===== src/inc/rtcs_pkg.sv =====
// constants, register map and field layouts of the rtc stop and clock output block
package rtcs_pkg;
	////////////////////////////////////////////////////////////////////////////////
	// clocking
	localparam int unsigned CLK_HZ = 125_000_000;
	localparam int unsigned OSC_HZ = 32768;
	localparam int unsigned HUND_HZ = 100;
	// phase step giving two oscillator half-period events per oscillator cycle
	localparam logic [31:0] NCO_INC = 32'(((64'(2 * OSC_HZ)) << 32) / 64'(CLK_HZ));
	localparam int DIV_W = 15;
	localparam logic [15:0] HUND_STEP = 16'(HUND_HZ);
	localparam int unsigned ELAPSED_HOUR_MAX = 999_999;
	////////////////////////////////////////////////////////////////////////////////
	// register map, byte addresses
	localparam int ADDR_W = 8;
	localparam logic [7:0] FUNC_ADDR = 8'h28;
	localparam logic [7:0] CTRL_ADDR = 8'h2c;
	localparam logic [7:0] STAT_ADDR = 8'h30;
	localparam logic [7:0] FUNC_RST = 8'h00;
	localparam logic [7:0] CTRL_RST = 8'h00;
	////////////////////////////////////////////////////////////////////////////////
	// field codes
	localparam logic [2:0] FREQ_SEL_OSC = 3'h0;
	localparam logic [2:0] FREQ_SEL_1HZ = 3'h6;
	localparam logic [2:0] FREQ_SEL_OFF = 3'h7;
	localparam int DIV_1HZ_BIT = 14;
	localparam logic [1:0] EVT_MODE_CLK = 2'h1;
	localparam logic [1:0] EVT_MODE_INPUT = 2'h3;
	localparam logic [1:0] IRQ_MODE_CLK = 2'h0;
	localparam logic [1:0] IRQ_MODE_BAT = 2'h1;
	localparam logic [1:0] HTRANS_NONSEQ = 2'h2;

	typedef struct packed {
		logic hundredths_enable;
		logic [1:0] periodic_sel;
		logic time_count_mode_sel;
		logic stop_source_sel;
		logic [2:0] clkout_freq_sel;
	} rtcs_func_t;

	typedef struct packed {
		logic [1:0] irq_a_pin_mode;
		logic event_pin_polarity;
		logic [1:0] event_pin_mode;
		logic clkout_invert;
		logic clkout_pin_disable;
		logic stop;
	} rtcs_ctrl_t;
endpackage


===== src/logic/rtcs_top.sv =====
// rtc time count mode, stop control and clock output with ahb-lite registers
//
// The AHB-Lite slave port was left to the implementer.
`timescale 1ns/1ps
module rtcs_top import rtcs_pkg::*; (
	// clock and reset
	input wire logic CLK_IN,
	input wire logic RST_IN,
	// ahb-lite slave
	input wire logic HSEL_IN,
	input wire logic [31:0] HADDR_IN,
	input wire logic [1:0] HTRANS_IN,
	input wire logic HWRITE_IN,
	input wire logic [2:0] HSIZE_IN,
	input wire logic [31:0] HWDATA_IN,
	input wire logic HREADY_IN,
	output logic [31:0] HRDATA_OUT,
	output logic HREADYOUT_OUT,
	output logic HRESP_OUT,
	// pins
	input wire logic EVENT_PIN_IN,
	input wire logic ON_BATTERY_IN,
	output logic CLKOUT_OUT,
	output logic EVENT_PIN_OUT,
	output logic EVENT_PIN_OE_N_OUT,
	output logic IRQ_A_PIN_OUT,
	output logic IRQ_A_PIN_OE_N_OUT,
	// time counter control
	output logic COUNT_RUN_OUT,
	output logic TIME_COUNT_MODE_OUT,
	output logic HUNDREDTH_TICK_OUT,
	output logic SECOND_TICK_OUT
);
	////////////////////////////////////////////////////////////////////////////////
	// oscillator and prescaler
	logic osc;
	logic osc_rise;
	logic [DIV_W-1:0] div;
	logic hund_tick;
	logic sec_tick;

	rtcs_osc_div #(.W(DIV_W)) u_div (
		.clk_in(CLK_IN),
		.rst_in(RST_IN),
		.osc_out(osc),
		.osc_rise_out(osc_rise),
		.div_out(div),
		.hund_tick_out(hund_tick),
		.sec_tick_out(sec_tick)
	);

	////////////////////////////////////////////////////////////////////////////////
	// pin synchronisers
	logic [1:0] evt_sync_reg, evt_sync_next;
	logic [1:0] bat_sync_reg, bat_sync_next;
	logic evt_pin;
	logic on_bat;

	always_comb begin
		evt_sync_next = {evt_sync_reg[0], EVENT_PIN_IN};
		bat_sync_next = {bat_sync_reg[0], ON_BATTERY_IN};
	end

	always_ff @(posedge CLK_IN) begin
		if (RST_IN) begin
			evt_sync_reg <= 2'h0;
			bat_sync_reg <= 2'h0;
		end else begin
			evt_sync_reg <= evt_sync_next;
			bat_sync_reg <= bat_sync_next;
		end
	end

	assign evt_pin = evt_sync_reg[1];
	assign on_bat = bat_sync_reg[1];

	////////////////////////////////////////////////////////////////////////////////
	// ahb-lite register slave
	rtcs_func_t func_reg, func_next;
	rtcs_ctrl_t ctrl_reg, ctrl_next;
	logic wr_pend_reg, wr_pend_next;
	logic [ADDR_W-1:0] wr_addr_reg, wr_addr_next;
	logic [31:0] rdata_reg, rdata_next;
	logic [7:0] stat;
	logic take;

	always_comb begin
		take = HSEL_IN & HREADY_IN & HTRANS_IN[1];
		func_next = func_reg;
		ctrl_next = ctrl_reg;
		if (wr_pend_reg && wr_addr_reg == FUNC_ADDR) begin
			func_next = rtcs_func_t'(HWDATA_IN[7:0]);
		end
		if (wr_pend_reg && wr_addr_reg == CTRL_ADDR) begin
			ctrl_next = rtcs_ctrl_t'(HWDATA_IN[7:0]);
		end
		wr_pend_next = take & HWRITE_IN;
		wr_addr_next = HADDR_IN[ADDR_W-1:0];
		rdata_next = 32'h0000_0000;
		// read data reflects a write finishing in the same cycle
		if (take && !HWRITE_IN) begin
			case (HADDR_IN[ADDR_W-1:0])
				FUNC_ADDR: rdata_next = {24'h00_0000, func_next};
				CTRL_ADDR: rdata_next = {24'h00_0000, ctrl_next};
				STAT_ADDR: rdata_next = {24'h00_0000, stat};
				default: rdata_next = 32'h0000_0000;
			endcase
		end
	end

	always_ff @(posedge CLK_IN) begin
		if (RST_IN) begin
			func_reg <= rtcs_func_t'(FUNC_RST);
			ctrl_reg <= rtcs_ctrl_t'(CTRL_RST);
			wr_pend_reg <= 1'b0;
			wr_addr_reg <= '0;
			rdata_reg <= 32'h0000_0000;
		end else begin
			func_reg <= func_next;
			ctrl_reg <= ctrl_next;
			wr_pend_reg <= wr_pend_next;
			wr_addr_reg <= wr_addr_next;
			rdata_reg <= rdata_next;
		end
	end

	////////////////////////////////////////////////////////////////////////////////
	// stop control and counter ticks
	logic pin_stop;
	logic run;
	logic run_reg, run_next;
	logic mode_reg, mode_next;
	logic hund_out_reg, hund_out_next;
	logic sec_out_reg, sec_out_next;

	always_comb begin
		// polarity 0: high stops; polarity 1: low stops
		pin_stop = func_reg.stop_source_sel & (ctrl_reg.event_pin_mode == EVT_MODE_INPUT)
			& (evt_pin ^ ctrl_reg.event_pin_polarity);
		run = ~ctrl_reg.stop & ~pin_stop;
		run_next = run;
		mode_next = func_reg.time_count_mode_sel;
		hund_out_next = hund_tick & run & func_reg.hundredths_enable;
		sec_out_next = sec_tick & run;
	end

	always_ff @(posedge CLK_IN) begin
		if (RST_IN) begin
			run_reg <= 1'b1;
			mode_reg <= 1'b0;
			hund_out_reg <= 1'b0;
			sec_out_reg <= 1'b0;
		end else begin
			run_reg <= run_next;
			mode_reg <= mode_next;
			hund_out_reg <= hund_out_next;
			sec_out_reg <= sec_out_next;
		end
	end

	assign stat = {3'h0, osc, on_bat, evt_pin, pin_stop, run_reg};

	////////////////////////////////////////////////////////////////////////////////
	// clock output selection and pins
	logic sel_clk;
	logic clk_lvl;
	logic clk_off;
	logic clk_pin_reg, clk_pin_next;
	logic evt_out_reg, evt_out_next;
	logic evt_oe_n_reg, evt_oe_n_next;
	logic irq_oe_n_reg, irq_oe_n_next;
	logic irq_out_reg;

	always_comb begin
		clk_off = func_reg.clkout_freq_sel == FREQ_SEL_OFF;
		case (func_reg.clkout_freq_sel)
			FREQ_SEL_OSC: sel_clk = osc;
			FREQ_SEL_1HZ: sel_clk = div[DIV_1HZ_BIT];
			FREQ_SEL_OFF: sel_clk = 1'b0;
			default: sel_clk = div[func_reg.clkout_freq_sel - 3'h1];
		endcase
		clk_lvl = clk_off ? 1'b0 : (sel_clk ^ ctrl_reg.clkout_invert);
		clk_pin_next = clk_lvl & ~ctrl_reg.clkout_pin_disable;
		evt_out_next = clk_lvl;
		evt_oe_n_next = ctrl_reg.event_pin_mode != EVT_MODE_CLK;
		irq_oe_n_next = 1'b1;
		case (ctrl_reg.irq_a_pin_mode)
			// open drain, pulled low in the clock's low phase, released on battery
			IRQ_MODE_CLK: irq_oe_n_next = clk_off | on_bat | clk_lvl;
			IRQ_MODE_BAT: irq_oe_n_next = ~on_bat;
			default: irq_oe_n_next = 1'b1;
		endcase
	end

	always_ff @(posedge CLK_IN) begin
		if (RST_IN) begin
			clk_pin_reg <= 1'b0;
			evt_out_reg <= 1'b0;
			evt_oe_n_reg <= 1'b1;
			irq_oe_n_reg <= 1'b1;
			irq_out_reg <= 1'b0;
		end else begin
			clk_pin_reg <= clk_pin_next;
			evt_out_reg <= evt_out_next;
			evt_oe_n_reg <= evt_oe_n_next;
			irq_oe_n_reg <= irq_oe_n_next;
			irq_out_reg <= 1'b0;
		end
	end

	assign HRDATA_OUT = rdata_reg;
	assign HREADYOUT_OUT = 1'b1;
	assign HRESP_OUT = 1'b0;
	assign CLKOUT_OUT = clk_pin_reg;
	assign EVENT_PIN_OUT = evt_out_reg;
	assign EVENT_PIN_OE_N_OUT = evt_oe_n_reg;
	assign IRQ_A_PIN_OUT = irq_out_reg;
	assign IRQ_A_PIN_OE_N_OUT = irq_oe_n_reg;
	assign COUNT_RUN_OUT = run_reg;
	assign TIME_COUNT_MODE_OUT = mode_reg;
	assign HUNDREDTH_TICK_OUT = hund_out_reg;
	assign SECOND_TICK_OUT = sec_out_reg;

	////////////////////////////////////////////////////////////////////////////////
	// checks
	a_soft_stop_halts: assert property (@(posedge CLK_IN) disable iff (RST_IN)
		ctrl_reg.stop |=> !run_reg && !sec_out_reg)
		else $error("software stop did not halt counting");
	a_src0_pin_ignored: assert property (@(posedge CLK_IN) disable iff (RST_IN)
		!func_reg.stop_source_sel && !ctrl_reg.stop |=> run_reg)
		else $error("pin stopped counting with source select 0");
	a_pin_polarity_stop: assert property (@(posedge CLK_IN) disable iff (RST_IN)
		func_reg.stop_source_sel && ctrl_reg.event_pin_mode == EVT_MODE_INPUT
		&& !ctrl_reg.stop |=> run_reg == ($past(evt_sync_reg[1]) == $past(ctrl_reg.event_pin_polarity)))
		else $error("pin stop polarity wrong");
	a_run_resumes: assert property (@(posedge CLK_IN) disable iff (RST_IN)
		$fell(ctrl_reg.stop) && !pin_stop |=> run_reg)
		else $error("counting did not resume");
	a_hund_gated: assert property (@(posedge CLK_IN) disable iff (RST_IN)
		HUNDREDTH_TICK_OUT |-> $past(func_reg.hundredths_enable) && $past(run))
		else $error("hundredth tick while disabled");
	a_clk_disabled_low: assert property (@(posedge CLK_IN) disable iff (RST_IN)
		ctrl_reg.clkout_pin_disable [*2] |-> !CLKOUT_OUT)
		else $error("disabled clock pin not low");
	a_clk_off_static: assert property (@(posedge CLK_IN) disable iff (RST_IN)
		func_reg.clkout_freq_sel == FREQ_SEL_OFF [*2] |-> !CLKOUT_OUT && !EVENT_PIN_OUT)
		else $error("clock off code not static low");
	a_clk_reset_osc: assert property (@(posedge CLK_IN)
		$fell(RST_IN) |-> func_reg.clkout_freq_sel == FREQ_SEL_OSC)
		else $error("frequency field not at oscillator rate after reset");
	a_irq_batt_hiz: assert property (@(posedge CLK_IN) disable iff (RST_IN)
		on_bat && ctrl_reg.irq_a_pin_mode == IRQ_MODE_CLK |=> IRQ_A_PIN_OE_N_OUT)
		else $error("irq clock driven on battery");
	a_clk_follows_div: assert property (@(posedge CLK_IN) disable iff (RST_IN)
		func_reg.clkout_freq_sel == 3'h1 && !ctrl_reg.clkout_invert
		&& !ctrl_reg.clkout_pin_disable |=> CLKOUT_OUT == $past(div[0]))
		else $error("16384 hz output not from first divider stage");
endmodule // rtcs_top


===== src/logic/rtcs_osc_div.sv =====
// oscillator rate generator and binary prescaler
`timescale 1ns/1ps
module rtcs_osc_div import rtcs_pkg::*; #(
	parameter int W = DIV_W
) (
	// clock and reset
	input wire logic clk_in,
	input wire logic rst_in,
	// oscillator and prescaler state
	output logic osc_out,
	output logic osc_rise_out,
	output logic [W-1:0] div_out,
	output logic hund_tick_out,
	output logic sec_tick_out
);
	logic [31:0] phase_reg, phase_next;
	logic osc_reg, osc_next;
	logic rise_reg, rise_next;
	logic [W-1:0] div_reg, div_next;
	logic [14:0] hacc_reg, hacc_next;
	logic hund_reg, hund_next;
	logic sec_reg, sec_next;
	logic [32:0] psum;
	logic [15:0] hsum;

	always_comb begin
		psum = {1'b0, phase_reg} + {1'b0, NCO_INC};
		phase_next = psum[31:0];
		osc_next = osc_reg ^ psum[32];
		rise_next = psum[32] & ~osc_reg;
		div_next = div_reg;
		hacc_next = hacc_reg;
		hund_next = 1'b0;
		sec_next = 1'b0;
		hsum = {1'b0, hacc_reg} + HUND_STEP;
		if (rise_next) begin
			// plain binary division keeps every divided output at half duty
			div_next = div_reg + 1'b1;
			hacc_next = hsum[14:0];
			hund_next = hsum[15];
			sec_next = &div_reg;
		end
	end

	always_ff @(posedge clk_in) begin
		if (rst_in) begin
			phase_reg <= '0;
			osc_reg <= 1'b0;
			rise_reg <= 1'b0;
			div_reg <= '0;
			hacc_reg <= '0;
			hund_reg <= 1'b0;
			sec_reg <= 1'b0;
		end else begin
			phase_reg <= phase_next;
			osc_reg <= osc_next;
			rise_reg <= rise_next;
			div_reg <= div_next;
			hacc_reg <= hacc_next;
			hund_reg <= hund_next;
			sec_reg <= sec_next;
		end
	end

	assign osc_out = osc_reg;
	assign osc_rise_out = rise_reg;
	assign div_out = div_reg;
	assign hund_tick_out = hund_reg;
	assign sec_tick_out = sec_reg;

	a_div_rise_step: assert property (@(posedge clk_in) disable iff (rst_in)
		rise_reg |-> div_reg == $past(div_reg) + 1'b1)
		else $error("prescaler did not step on oscillator rise");
endmodule // rtcs_osc_div


===== config.mk =====
export PLATFORM = sky130hd
export DESIGN_NAME = rtcs_top
export DESIGN_NICKNAME = d
export VERILOG_FILES = /design/src/inc/rtcs_pkg.sv /design/src/logic/rtcs_top.sv /design/src/logic/rtcs_osc_div.sv
export SDC_FILE = /design/constraint.sdc
export NUM_CORES = 1
export LEC_CHECK = 0
export ABC_AREA = 1
export BUFFER_PORTS_ARGS = -buffer_cell sky130_fd_sc_hd__buf_2
export CORE_MARGIN = 1.5
export CORE_UTILIZATION = 45
export DETAILED_ROUTE_END_ITERATION = 8
export GPL_TIMING_DRIVEN = 0
export PLACE_DENSITY = 0.68
export SLEW_MARGIN = 20
export SYNTH_ARGS = -nofsm -noshare
export SYNTH_HDL_FRONTEND = slang
export SYNTH_HIERARCHICAL = 1
export SYNTH_SLANG_ARGS = --single-unit
export TNS_END_PERCENT = 30

===== constraint.sdc =====
create_clock -name CLK_IN -period 2.55 [get_ports CLK_IN]
set_input_delay 0.51 -clock CLK_IN [delete_from_list [all_inputs] [get_ports CLK_IN]]
set_output_delay 0.51 -clock CLK_IN [all_outputs]
set_load 0.1 [all_outputs]

==> flow_summary.toml, run 1 <==
[logic_synthesis]
synth_cells = 862
yosysWarnings = 6
syn_area_per_cell_sq_um = 6.645
syn_area_sq_um = 5728

[finish]
fin_area_sq_um = 6711
largest_reg_flops = 32
layout_common_cells = "196 x nand2_1, 128 x nor2_1, 112 x inv_1, 99 x dfxtp_1, 53 x nand3_1"
final_common_cell = "nand2_1"
area_growth_syn_to_layout_pct = 17.17
final_core_util = 0.5362
drive_above_1_share = 0.1989
num-nets-final = 1029
diodes = 0

[place]
port_buffers = 39
place_ws_ps = -184.7
dpl_cell_area_sq_um = 6232
dp_hpwl_microns = 9441
gp_congestion = 0.8860

[timing]
relSlewSlack = 0.6004
hold_viol = 0
skew_ps = 7.187
worstMarginPinSlew_ps = 599.5
rsz0062_at_grt = "yes"
whs_ps = 366.3
fin_tns_setup_ps = 0
setup_violations = 0
max_freq_mhz = 418.1
min_period_ps = 2392
layout_setup_ws_ps = 158.1
post-route-period-util = 0.9380
final_max_slew_viol_count = 0

[clock_network]
hold_buffers = 0
cts_tree = "done"
cts.reportedPaths.clkPinSlew_ps = 70
clockBufferDepth = 2
root_buffer = "clkbuf_16"
clock_sinks = 108
cts_buffers = 9
clk_latency_ps = 350
h-tree-depth = 3

[routing]
dr.pass1.iters = 5
wl_per_cell_microns = 11.26
drt-met1-wl_microns = 5987
drc = 0
drt_iter0_drc = 332
ant_nets = 0
via_count = 5253
wirelength_microns = 12630
wl_met3_microns = 605
top_layer_used = "met4"
viasPerCell = 4.682
dr_wl_met2_microns = 5753

[pwr]
p_per_area_nw_per_um2 = 572.2
p_leak_nw = 3.116
vdd_drop_max_mv = 0.2503

[setup_path]
critical_path_required_ps = 2800
crit_slowest_cell = "dfxtp_2"
critical_path_class = "register to register"
critical_path.cell_chain = "inv_1 -> ha_2 -> nand2_2 -> nand2_4 -> o21bai_4 -> nand3_2 -> clkinv_1 -> nor2_2 -> nor3_2 -> ha_2 -> inv_4 -> nor3_4 -> nand2_2 -> nor2_4 -> buf_4 -> a21oi_1 -> o21a_1"
cpPeakStageDelay_ps = 320
cp-end-kind = "register"
cp_max_fo = 5
critPathArrivalTime_ps = 2640
start_kind = "register"

[floorplanning]
num_rows = 41
core-area_sq_um = 12520
die_w_microns = 115.8
dieArea_sq_um = 13410
start_util = 0.4576
die_y_microns = 115.8
pin_count = 119

[flow_run]
cap_violations = 0

[run_status]
status = "completed"

[global_routing]
antenna_found_initial = 0
grt_pass1_wl_microns = 20540
grt_start_max_net_pins = 19
grt_overflow = 0
grt_pass1_vias = 4496
grt_util_all_layers = 0.1951

[hold_path]
hp-class = "input pin to register"
-- layout make-up --
| type | count | area, sq um |
|---|---|---|
| buffer | 39 | 259.0 |
| timing repair buffer | 48 | 262.8 |
| clock buffer | 9 | 225.2 |
| sequential | 108 | 2173 |
| tap | 172 | 215.2 |
| clock inverter | 7 | 100.1 |
| inverter | 131 | 494.2 |
| fill | 1277 | 5806 |
| multi-input combinational | 608 | 2982 |
-- through the flow --
step	instances	power (mW)
final	1122	3.840
after global routing	1122	4.000
after CTS	1119	3.852
after detailed placement	1098	2.321
after global placement	1098	2.316
after floorplan	887	2.234
-- path summary, 6_finish.rpt --
| check | end | slack [ps] | start | depth (start not counted) |
|---|---|---|---|---|
| worst max-delay path | u_div/div_out[9] | 160 | u_div/phase_reg[0] | 17 |
| worst min-delay path | wr_addr_reg[0] | 370 | HADDR_IN[0] | 3 |
| worst max register to register | u_div/div_out[9] | 160 | u_div/phase_reg[0] | 17 |
| worst min register to register | u_div/phase_reg[0] | 390 | u_div/phase_reg[0] | 1 |
-- metal layers --
layer	track usage	vias to the layer above
li1	-	2801
met1	0.2559	2303
met2	0.3224	132
met3	0.02563	17
met4	0.08537	0
met5	0	-
-- timing repair --
item | 4_1_cts | 5_1_grt
buffers inserted | 5 | 4
pin swaps | 6 | 9
gates resized for setup | 8 | 23
setup endpoints to repair | 6 | 14
-- report_power, final --
| part | leakage (nW) | switching [mW] | internal (mW) | total, mW |
|---|---|---|---|---|
| Combinational | 2.08 | 0.383 | 0.129 | 0.511 |
| Sequential | 0.882 | 0.0571 | 1.74 | 1.79 |
| Clock | 0.154 | 0.666 | 0.868 | 1.53 |
-- critical path, delay by kind of cell, from the launching register on --
kind	cells	cell delay, ps
DFF	1	320
buffers and inverters	4	300
adders and majority gates	2	460
AOI/OAI and AO/OA	3	340
and+or+nand+nor	8	860
Note: power is estimated with default switching activity, not from simulation.
==> run 2: changes to the inputs <==
--- a/config.mk
+++ b/config.mk
@@ -11,10 +11,10 @@
 export CORE_UTILIZATION = 45
 export DETAILED_ROUTE_END_ITERATION = 8
 export GPL_TIMING_DRIVEN = 0
-export PLACE_DENSITY = 0.68
+export PLACE_DENSITY = 0.71
+export REMOVE_ABC_BUFFERS = 1
 export SLEW_MARGIN = 20
 export SYNTH_ARGS = -nofsm -noshare
 export SYNTH_HDL_FRONTEND = slang
-export SYNTH_HIERARCHICAL = 1
 export SYNTH_SLANG_ARGS = --single-unit
 export TNS_END_PERCENT = 30
==> constraint.sdc (replaced) <==
create_clock -name CLK_IN -period 2.2 [get_ports CLK_IN]
set_input_delay 0.44 -clock CLK_IN [delete_from_list [all_inputs] [get_ports CLK_IN]]
set_output_delay 0.44 -clock CLK_IN [all_outputs]
set_load 0.1 [all_outputs]
==> run 2 against run 1 <==
Against the previous run:
- the run now ends with negative setup slack left
- sequential power up 16%
- combinational power up 17%
- synthesized area down 5.6%
- clock skew up 3.2 ps
- via count down 8.2%
- design area down 5.8%
- synthesized cell count down 8.4%
- hold slack worse by 81 ps
- flip-flop and latch count unchanged
- first-iteration DRC count down 36%
- critical endpoint is now u_div.phase_reg[26]
==> flow_summary.toml, run 2 <==
[setup_path]
critical_path.cell_chain = "inv_2 -> ha_4 -> nand2_4 -> nand2_2 -> buf_4 -> buf_4 -> buf_4 -> buf_4 -> buf_4 -> buf_4 -> buf_4 -> buf_4 -> a21boi_2 -> nand3_2 -> nand2_2 -> nand2_2 -> nor2_1 -> nor2_1"
cpPeakStageDelay_ps = 330
cp_max_fo = 4
cp-end-kind = "register"
critical_path_required_ps = 2450
crit_slowest_cell = "dfxtp_2"
worstReg2RegStart = "u_div.phase_reg[0]"
worstSetupStartpoint = "u_div.phase_reg[0]"
critical_path_class = "register to register"
start_kind = "register"
crit_path_frequent_cell = "buf_4"
critPathArrivalTime_ps = 2650

[global_routing]
grt_pass1_wl_microns = 19140
antenna_found_initial = 0
grt_util_all_layers = 0.1844
grt_overflow = 0
grt_start_max_net_pins = 52
grt_pass1_vias = 4344

[clock_network]
clk_latency_ps = 350
h-tree-depth = 3
cts_buffers = 9
cts_tree = "done"
clock_sinks = 108
root_buffer = "clkbuf_16"
hold_buffers = 0
clockBufferDepth = 2
cts.reportedPaths.clkPinSlew_ps = 80

[logic_synthesis]
synthFlopType = "dfxtp_1"
yosysMostFrequentCell = "nand2_1"
ys_ff_latch = 108
async_flop_share = 0
synth_top_family_by_area = "simple AND/OR/NAND/NOR gates"
ys_top_cells_by_count = "178 x nand2_1, 113 x inv_1, 108 x dfxtp_1"
synth_top_area_cell = "dfxtp_1"
ys_types = 44
synth_xor_area_frac = 0.008100
synth_area_leaders = "dfxtp_1 40%, nand2_1 12%, inv_1 7.8%"
netlist.area_leader.share = 0.3999
yosysWarnings = 0
yosysSeqAreaShare = 0.3999
synth_compound_area_frac = 0.1106
syn_area_per_cell_sq_um = 6.844
synth_mux_area_frac = 0
syn_area_sq_um = 5406
synth-edff-count = 0
synth_fa_ha_area_frac = 0.01851
synth_cells = 790
yosys.area_share.simple = 0.3270

[timing]
layout_setup_ws_ps = -192.8
setup_violations = 14
relSlewSlack = 0.2933
whs_ps = 285.7
final_max_slew_viol_count = 0
post-route-period-util = 1.088
rsz0062_at_grt = "yes"
min_period_ps = 2393
max_freq_mhz = 417.9
worstMarginPinSlew_ps = 1060
skew_ps = 10.41
hold_viol = 0

[finish]
num-nets-final = 937
layout_common_cells = "167 x nand2_1, 109 x inv_1, 97 x nor2_1, 96 x dfxtp_1, 54 x a21oi_1"
drive_above_1_share = 0.2005
stdcell_count = 1001
multi_input_area_sq_um = 2793
nFillCells = 1129
diodes = 0
regArea_sq_um = 2190
largest_reg_flops = 32
area_growth_syn_to_layout_pct = 16.99
final_common_cell = "nand2_1"

[hold_path]
hold_start = "ON_BATTERY_IN"
hp-class = "input pin to register"

[run_status]
status = "finished, violations left"
violations = "negative setup slack"

[routing]
drt_iter0_drc = 213
wirelength_microns = 11430
via_count = 4822
dr.pass1.iters = 4
drc = 0
viasPerCell = 4.817
ant_nets = 0
wl_per_cell_microns = 11.42

[floorplanning]
core-area_sq_um = 11560
dieArea_sq_um = 12680
die_w_microns = 112.6
start_util = 0.4675
pin_count = 119
die_y_microns = 112.6
num_rows = 39

[pwr]
vdd_drop_max_mv = 0.4028
p_leak_nw = 2.867
p_per_area_nw_per_um2 = 665.7
finalPower_mw = 4.210

[place]
port_buffers = 39
place_ws_ps = -804.8
dp.cells = 956
gp_congestion = 0.8505
dp_hpwl_microns = 7608

[flow_run]
cap_violations = 0
[run 2: changes by cell type in the layout (fill, tap and decap cells not counted), sizes merged, moves of 9 or more]
cell	delta
nor2	-42
nand2	-37
a21oi	+12
buf	-12
inv	-9
[run 2: routing by layer]
layer / GRT usage / part of all wire / vias up
met5: 0 / 0 / -
met4: 0.06160 / 0.012 / 0
met3: 0.04806 / 0.041 / 13
li1: - / - / 2570
met1: 0.2259 / 0.48 / 2133
met2: 0.3154 / 0.47 / 106
[run 2: stage by stage]
stage | TNS (ps) | utilization | area (sq um)
2_1_floorplan | -4265 | - | 5220
3_3_place_gp | -33580 | 0.4837 | 5594
3_5_place_dp | -14350 | 0.4854 | 5614
4_1_cts | -2016 | 0.5351 | 6188
5_1_grt | -3779 | 0.5469 | 6325
6_report | -1501 | 0.5469 | 6325
[run 2: final timing paths]
check	endpoint	slack, ps	cells after the start
setup / recovery	u_div.phase_reg[26]	-190	18
hold / removal	bat_sync_reg[0]	290	3
setup reg to reg	u_div.phase_reg[26]	-190	18
hold reg to reg	u_div.phase_reg[0]	400	1
[run 2: kinds of logic (layout without fill, tap and decap cells)]
family | count (synthesis) | after routing
xor gates and xnor gates | 5 | 5
adders and majority gates | 8 | 8
AOI/OAI and AO/OA | 111 | 111
DFF | 108 | 108
and+or+nand+nor | 395 | 395
buffers and inverters | 161 | 204
other | 2 | 27
[run 2: what timing repair did]
action,4_1_cts,5_1_grt
setup buffers,21,8
gates resized for setup,46,27
setup endpoints to repair,30,26
endpoints found under the hold margin,0,0
pin swaps,18,18
[run 2: layout make-up]
type | count | area share
Tap cell | 143 | 0.02829
Sequential cell | 108 | 0.3462
Inverter | 119 | 0.07102
Clock inverter | 5 | 0.007122
Clock buffer | 11 | 0.03680
Timing Repair Buffer | 69 | 0.06904
Multi-Input combinational cell | 546 | 0.4415
[run 2: where the power goes]
group          switching, mW  total, mW  internal [mW]
Clock                  0.753       1.54          0.790
Sequential            0.0569       2.07           2.01
Combinational          0.432      0.597          0.165
Total                   1.24       4.21           2.97
[run 2: critical path: cells and delay by family (launching register included)]
kind            cells  cell delay (ps)
simple gates        7              550
flops               1              330
fa+ha+maj           1              160
buf+inv             9             1070
compound gates      1              190
